[config.mk]
export PLATFORM = sky130hd
export DESIGN_NAME = alzt_zone
export DESIGN_NICKNAME = d
export VERILOG_FILES = /design/src/rtl/alzt_pkg.sv /design/src/rtl/alzt_zone.sv /design/src/rtl/alzt_regs.sv
export SDC_FILE = /design/constraint.sdc
export NUM_CORES = 1
export LEC_CHECK = 0
export ABC_AREA = 1
export BUFFER_PORTS_ARGS = -buffer_cell sky130_fd_sc_hd__buf_2
export CELL_PAD_IN_SITES_DETAIL_PLACEMENT = 1
export CELL_PAD_IN_SITES_GLOBAL_PLACEMENT = 2
export CORE_MARGIN = 3
export CORE_UTILIZATION = 34
export CTS_CLUSTER_SIZE = 14
export DETAILED_ROUTE_END_ITERATION = 10
export PLACE_DENSITY_LB_ADDON = 0.1
export SETUP_SLACK_MARGIN = 0.5
export SYNTH_ARGS = -nofsm -noshare
export SYNTH_HDL_FRONTEND = slang
export SYNTH_HIERARCHICAL = 1
export SYNTH_SLANG_ARGS = --single-unit
[constraint.sdc]
create_clock -name i_ref_clk -period 4.21 [get_ports i_ref_clk]
set_input_delay 0.2105 -clock i_ref_clk [delete_from_list [all_inputs] [get_ports i_ref_clk]]
set_output_delay 0.2105 -clock i_ref_clk [all_outputs]
set_load 0.01 [all_outputs]
[src/rtl/alzt_pkg.sv]
package alzt_pkg;

  // Register offsets.
  localparam logic [7:0] ALZT_OFFICE_THR_OFS = 8'h34;
  localparam logic [7:0] ALZT_OFFICE_HYS_OFS = 8'h35;
  localparam logic [7:0] ALZT_INDOOR_THR_OFS = 8'h36;
  localparam logic [7:0] ALZT_INDOOR_HYS_OFS = 8'h37;

  // Reset values of the settings.
  localparam logic [7:0] ALZT_OFFICE_THR_RST = 8'h00;
  localparam logic [7:0] ALZT_OFFICE_HYS_RST = 8'h00;
  localparam logic [7:0] ALZT_INDOOR_THR_RST = 8'h00;
  localparam logic [7:0] ALZT_INDOOR_HYS_RST = 8'h00;

  // Read answer for an unmapped offset.
  localparam logic [7:0] ALZT_UNMAPPED_RD = 8'h00;

  // Sensor current is carried in steps of 0.54 uA.
  localparam int ALZT_CUR_W = 12;
  // An office code step is 2.16 uA (four steps), an indoor step 1.08 uA.
  localparam int ALZT_OFFICE_SHIFT = 2;
  localparam int ALZT_INDOOR_SHIFT = 1;
  // Code 3 breaks the linear scale: it reads as four code steps.
  localparam logic [7:0] ALZT_ODD_CODE = 8'h03;
  localparam int ALZT_ODD_CODE_STEPS = 4;

  typedef enum logic [1:0] {
    ALZT_BRIGHT,
    ALZT_OFFICE,
    ALZT_INDOOR
  } alzt_zone_t;

endpackage

[src/rtl/alzt_zone.sv]
`timescale 1ns/1ps
module alzt_zone
#(
  parameter int CUR_W = alzt_pkg::ALZT_CUR_W
)
(
  input wire logic i_ref_clk,            // System clock, 50 MHz.
  input wire logic i_reset_n,            // Asynchronous reset, active low.
  input wire logic [7:0] i_reg_addr,     // Register offset.
  input wire logic [7:0] i_reg_wdata,    // Register write data.
  input wire logic i_reg_wr,             // Register write strobe.
  input wire logic i_reg_rd,             // Register read strobe.
  output logic [7:0] o_reg_rdata,        // Register read data.
  input wire logic [CUR_W-1:0] i_sensor, // Sensor current, 0.54 uA steps.
  input wire logic i_sensor_valid,       // New sample strobe.
  output alzt_pkg::alzt_zone_t o_zone,   // Current backlight zone.
  output logic o_zone_change             // Zone changed last cycle.
);

  // Maps a setting code to sensor current steps.
  function automatic logic [CUR_W-1:0] code_cur(input logic [7:0] code,
                                                input int shift);
    logic [CUR_W-1:0] base;
    base = (code == alzt_pkg::ALZT_ODD_CODE) ?
           CUR_W'(alzt_pkg::ALZT_ODD_CODE_STEPS) : CUR_W'(code);
    code_cur = CUR_W'(base << shift);
  endfunction

  logic [7:0] office_thr;
  logic [7:0] office_hys;
  logic [7:0] indoor_thr;
  logic [7:0] indoor_hys;
  alzt_pkg::alzt_zone_t zone_r;
  alzt_pkg::alzt_zone_t zone_nxt;
  logic change_r;

  alzt_regs u_regs
  (
    .i_ref_clk(i_ref_clk),
    .i_reset_n(i_reset_n),
    .i_reg_addr(i_reg_addr),
    .i_reg_wdata(i_reg_wdata),
    .i_reg_wr(i_reg_wr),
    .i_reg_rd(i_reg_rd),
    .o_reg_rdata(o_reg_rdata),
    .o_office_thr(office_thr),
    .o_office_hys(office_hys),
    .o_indoor_thr(indoor_thr),
    .o_indoor_hys(indoor_hys)
  );

  //////////////////////////////////////////////////////////////////////////
  wire [CUR_W-1:0] office_thr_cur =
    code_cur(office_thr, alzt_pkg::ALZT_OFFICE_SHIFT);
  wire [CUR_W-1:0] office_hys_cur =
    code_cur(office_hys, alzt_pkg::ALZT_OFFICE_SHIFT);
  wire [CUR_W-1:0] indoor_thr_cur =
    code_cur(indoor_thr, alzt_pkg::ALZT_INDOOR_SHIFT);
  wire [CUR_W-1:0] indoor_hys_cur =
    code_cur(indoor_hys, alzt_pkg::ALZT_INDOOR_SHIFT);
  wire [CUR_W-1:0] office_exit = office_thr_cur + office_hys_cur;
  wire [CUR_W-1:0] indoor_exit = indoor_thr_cur + indoor_hys_cur;
  wire below_office = i_sensor < office_thr_cur;
  wire above_office = i_sensor > office_exit;
  wire below_indoor = i_sensor < indoor_thr_cur;
  wire above_indoor = i_sensor > indoor_exit;

  // One step per sample; a deeper zone waits for the next sample.
  always_comb
  begin
    zone_nxt = zone_r;
    if (i_sensor_valid)
    begin
      case (zone_r)
        alzt_pkg::ALZT_BRIGHT:
        begin
          if (below_office)
            zone_nxt = alzt_pkg::ALZT_OFFICE;
        end
        alzt_pkg::ALZT_OFFICE:
        begin
          if (below_indoor)
            zone_nxt = alzt_pkg::ALZT_INDOOR;
          else if (above_office)
            zone_nxt = alzt_pkg::ALZT_BRIGHT;
        end
        alzt_pkg::ALZT_INDOOR:
        begin
          if (above_indoor)
            zone_nxt = alzt_pkg::ALZT_OFFICE;
        end
        default:
          zone_nxt = alzt_pkg::ALZT_BRIGHT;
      endcase
    end
  end

  always_ff @(posedge i_ref_clk or negedge i_reset_n)
  begin
    if (!i_reset_n)
    begin
      zone_r <= alzt_pkg::ALZT_BRIGHT;
      change_r <= 1'b0;
    end
    else
    begin
      zone_r <= zone_nxt;
      change_r <= zone_nxt != zone_r;
    end
  end

  assign o_zone = zone_r;
  assign o_zone_change = change_r;
endmodule // alzt_zone

[src/rtl/alzt_regs.sv]
`timescale 1ns/1ps
module alzt_regs
(
  input wire logic i_ref_clk,           // System clock.
  input wire logic i_reset_n,           // Asynchronous reset, active low.
  input wire logic [7:0] i_reg_addr,    // Register offset.
  input wire logic [7:0] i_reg_wdata,   // Write data.
  input wire logic i_reg_wr,            // Write strobe.
  input wire logic i_reg_rd,            // Read strobe.
  output logic [7:0] o_reg_rdata,       // Read data, registered.
  output logic [7:0] o_office_thr,      // Office threshold setting.
  output logic [7:0] o_office_hys,      // Office hysteresis setting.
  output logic [7:0] o_indoor_thr,      // Indoor threshold setting.
  output logic [7:0] o_indoor_hys       // Indoor hysteresis setting.
);

  logic [7:0] office_zone_threshold_r;
  logic [7:0] office_zone_hysteresis_r;
  logic [7:0] indoor_zone_threshold_r;
  logic [7:0] indoor_zone_hysteresis_r;
  logic [7:0] rdata_r;
  logic [7:0] rdata_nxt;
  wire sel_othr = i_reg_addr == alzt_pkg::ALZT_OFFICE_THR_OFS;
  wire sel_ohys = i_reg_addr == alzt_pkg::ALZT_OFFICE_HYS_OFS;
  wire sel_ithr = i_reg_addr == alzt_pkg::ALZT_INDOOR_THR_OFS;
  wire sel_ihys = i_reg_addr == alzt_pkg::ALZT_INDOOR_HYS_OFS;

  //////////////////////////////////////////////////////////////////////////
  always_comb
  begin
    if (sel_othr)
      rdata_nxt = office_zone_threshold_r;
    else if (sel_ohys)
      rdata_nxt = office_zone_hysteresis_r;
    else if (sel_ithr)
      rdata_nxt = indoor_zone_threshold_r;
    else if (sel_ihys)
      rdata_nxt = indoor_zone_hysteresis_r;
    else
      rdata_nxt = alzt_pkg::ALZT_UNMAPPED_RD;
  end

  always_ff @(posedge i_ref_clk or negedge i_reset_n)
  begin
    if (!i_reset_n)
    begin
      office_zone_threshold_r <= alzt_pkg::ALZT_OFFICE_THR_RST;
      office_zone_hysteresis_r <= alzt_pkg::ALZT_OFFICE_HYS_RST;
      indoor_zone_threshold_r <= alzt_pkg::ALZT_INDOOR_THR_RST;
      indoor_zone_hysteresis_r <= alzt_pkg::ALZT_INDOOR_HYS_RST;
    end
    else if (i_reg_wr)
    begin
      if (sel_othr)
        office_zone_threshold_r <= i_reg_wdata;
      if (sel_ohys)
        office_zone_hysteresis_r <= i_reg_wdata;
      if (sel_ithr)
        indoor_zone_threshold_r <= i_reg_wdata;
      if (sel_ihys)
        indoor_zone_hysteresis_r <= i_reg_wdata;
    end
  end

  always_ff @(posedge i_ref_clk or negedge i_reset_n)
  begin
    if (!i_reset_n)
      rdata_r <= alzt_pkg::ALZT_UNMAPPED_RD;
    else if (i_reg_rd)
      rdata_r <= rdata_nxt;
  end

  assign o_reg_rdata = rdata_r;
  assign o_office_thr = office_zone_threshold_r;
  assign o_office_hys = office_zone_hysteresis_r;
  assign o_indoor_thr = indoor_zone_threshold_r;
  assign o_indoor_hys = indoor_zone_hysteresis_r;

endmodule // alzt_regs

==> metrics list <==
- TritonCTS built the clock tree.
- Buffers placed on the I/O ports in this run total 43.
* Setup crit end kind: register
- Unrepaired setup endpoints after global routing: yes
- Netlist Area Pre-Place: 3810 µm²
- Status: complete, no violations
- Required time reported for the critical path endpoint: 4.46 ns
- Kind of launch point of the worst setup path: register
- Number of detailed-route iterations in the first pass: 4
* CP max FO: 3
- Hold violation total from the final report: 0
- For met3 alone, demand over resource in global routing was 0.0239.
* Leakage dissipation: 0.00225 µW
* Post-Syn Instances: 526
- The area growth from synthesis to layout is 11.3%.
* Number of CTS-inserted buffers: 5
* Setup clock skew after layout: 0.0135 ns
* Final setup slack of the worst path: 0.528 ns
- For this run, the share of the core covered by cells in the final layout is 0.389.
* Signal arrival time at the worst endpoint: 3.93 ns
* Effective utilization at floorplan: 0.350
- Setup Total Neg Slack: 0 ns
* Wire length reported by the detailed router: 11.3 mm
- Number of inserted diodes: 0
- CTS built an H-tree with a depth of 2.
- Of the synthesized area, sequential elements account for 0.283.
- Achievable clock frequency: 272 MHz
- CTS saw 43 sinks.
- 44 I/O pins were placed.
- Wire length of the first global-routing pass: 18.5 mm
* Number of distinct standard cells referenced by the synthesized netlist: 36
- Clock insertion delay at the later pin of the skew report: 0.30 ns
- Number of nets at the end of the flow: 636
* Number of antenna violations at the first check in global routing: 0
- The die is 112 µm tall.
- Mean number of vias per cell: 4.89
- Antenna Nets Post-Route: 0
- The most used flip-flop cell after synthesis is dfrtp_1.
- Leaving out fill and tap cells, the most frequent cell in the layout is nand2_1.
- Hold repair after CTS inserted 0 buffers.
- The initialized floorplan defines 38 standard-cell rows.
- Fraction of final layout cells sized beyond drive strength 1: 0.153
- Global-route track usage on met1: 0.265
* Total of fill cells in the finished design: 1,412
- In this run the power density over the cells is 254 nW/µm².
* Total die area: 12,500 µm²
- Of the available clock period, the critical path in the final layout requires 0.875.
- Syn. warnings: 6
* Multi-input gate area in the final layout: 2330 µm²
- Vias in the first global route: 3,523
* Clock Tree Root: clkbuf_8
* Overall die width: 112 µm
* Fraction of met2 tracks used by global routing: 0.307
- Global routing's busiest layer: met2
* Maximum capacitance violations: 0
- The clock period could shrink to 3.68 ns.
- After synthesis the netlist holds a flip-flop and latch count of 43.
- The final route contains 3,393 vias.
* Worst slack, placed: 0.330 ns
- When the netlist entered floorplanning its net count stood at 609.
* DRC violations left: 0
* Core area: 10,900 µm²
* Commonest cells after routing, fill and taps aside: 126 x nand2_1, 82 x inv_1, 47 x ha_1
- The tightest hold path in the finished design has a slack of 0.0835 ns.
* Placed wire-length estimate after detailed placement: 9.09 mm
* Routed wirelength normalized by instance count: 16.3 µm
* Clock slew seen by the registers of the worst setup and hold paths: 0.09 ns
* Final Max Tran Viols: 0
- The worst pin sits at a relative slew slack of 0.295.
- Final weighted congestion in routability-driven placement: 0.768
* Slew at the pin closest to its max-slew limit: 1.06 ns
- The synthesized design contains 0 enable-type register cells.
* Class of the tightest hold or removal check: input port to asynchronous set/reset pin
- In this run, the number of DRC markers left after iteration 0 of detailed routing was 103.
- Setup violations, final: 0
- The total overflow left after global routing is 0.
* Area used by sequential logic in the layout: 1080 µm²
- Entering global routing, the biggest net connects 44 pins.
- By startpoint and endpoint, the worst setup path is classified as register to register.
- Across every metal layer, demand over resource in global routing totals 0.185.
- The worst-case IR drop observed on VDD is 0.140 mV.
- For this run, asynchronously set or reset flops after synthesis account for 1.00.
- Mean post-synth cell area: 7.24 µm²
- Max Root-Sink Buffers: 2
## per-stage QoR
step | cells | instance area, µm² | total power [µW]
after detailed placement | 680 | 4050 | 803
after CTS | 690 | 4180 | 1090
after floorplan | 526 | 3810 | 690
after global routing | 694 | 4240 | 1170
final | 694 | 4240 | 1080
after global placement | 680 | 4050 | 792
## registers in the layout (all words and copies together) (netlist names)
signal / cells
u_regs/o_office_thr: 8
o_zone_change: 1
u_regs/o_office_hys: 8
u_regs/o_indoor_thr: 8
o_zone: 2
u_regs/o_indoor_hys: 8
u_regs/o_reg_rdata: 8
## metal layers
layer / part of all wire / vias to the layer above / wire length, µm
met2: 0.47 / 23 / 5320
met3: 0.020 / 2 / 228
met4: 0.0035 / 0 / 40
met1: 0.50 / 1631 / 5690
met5: 0 / - / 0
li1: - / 1737 / -
## cell families after synthesis
group	synth area share
AND/OR/NAND/NOR	0.263
adder cells (fa/ha/maj)	0.168
buffers and inverters	0.122
flip-flops	0.283
XOR/XNOR	0.0276
AO/OA/AOI/OAI	0.137
## worst paths after layout
path | start | to | slack (ns) | cells past startpoint
max | u_regs/o_indoor_hys[5]$_DFFE_PN0P_ | o_zone_change$_DFF_PN0_ | 0.53 | 25
min | i_reset_n | o_zone[0]$_DFF_PN0_ | 0.08 | 1
max reg2reg | u_regs/o_indoor_hys[5]$_DFFE_PN0P_ | o_zone_change$_DFF_PN0_ | 0.53 | 25
min reg2reg | u_regs/o_reg_rdata[0]$_DFFE_PN0P_ | u_regs/o_reg_rdata[0]$_DFFE_PN0P_ | 0.48 | 2
max in group asynchronous | i_reset_n | u_regs/o_office_hys[1]$_DFFE_PN0P_ | 3.46 | 1
min in group i_ref_clk | i_sensor_valid | o_zone[1]$_DFF_PN0_ | 0.21 | 4
## worst max-delay path, stage by stage (launching register included)
cell and delay, ns:
dfrtp_1 0.40, nor4_2 0.27, inv_1 0.10, nor4_4 0.25, nor2_1 0.07, ha_2 0.19, fa_2 0.41, a21oi_2 0.16
o21bai_2 0.08, a21oi_1 0.17, o21bai_1 0.11, a21o_1 0.18, a21oi_2 0.11, ha_1 0.25, nand2_1 0.08, inv_1 0.04
nand2_2 0.06, nor2_2 0.05, nand2_1 0.06, nand3_1 0.06, nand2_1 0.07, nand2_2 0.05, a21oi_2 0.15, buf_4 0.13
nand3_1 0.06, nand2_1 0.07
## synthesized netlist by cell type (2+ instances only)
cell | number | area [µm²]
nand2_1 | 127 | 477
inv_1 | 82 | 308
ha_1 | 48 | 601
dfrtp_1 | 43 | 1080
nand3_1 | 38 | 190
o21ai_0 | 30 | 150
a21oi_1 | 28 | 140
nor2_1 | 25 | 93.8
clkbuf_1 | 21 | 78.8
o21a_1 | 17 | 128
xor2_1 | 8 | 70.1
nor4_1 | 7 | 43.8
buf_6 | 5 | 56.3
o21bai_1 | 5 | 37.5
nand4_1 | 4 | 25.0
xnor2_1 | 4 | 35.0
a21o_1 | 3 | 22.5
nand2_2 | 3 | 18.8
nor2_4 | 3 | 33.8
buf_2 | 2 | 10.0
fa_1 | 2 | 40.0
inv_2 | 2 | 7.51
nor2_2 | 2 | 12.5
nor3_1 | 2 | 10.0
o21ai_1 | 2 | 10.0
o311ai_0 | 2 | 17.5
or2_2 | 2 | 12.5
## report_power, final
part / switching (µW) / internal, µW
Sequential: 42.9 / 445
Combinational: 192 / 126
Clock: 154 / 116
## final cells by class
class / count / area share
Inverter: 84 / 0.0744
Timing Repair Buffer: 49 / 0.0614
Clock inverter: 2 / 0.00295
Sequential cell: 43 / 0.254
Tap cell: 140 / 0.0413
Clock buffer: 6 / 0.0171
Multi-Input combinational cell: 370 / 0.549
## timing repair
action	4_1_cts	5_1_grt
setup buffers	2	4
resized for setup	6	6
pin swaps	0	7
cloned	0	0
setup endpoints to repair	3	3
endpoints found under the hold margin	0	0
No activity file was read; power rests on OpenSTA's default activity.
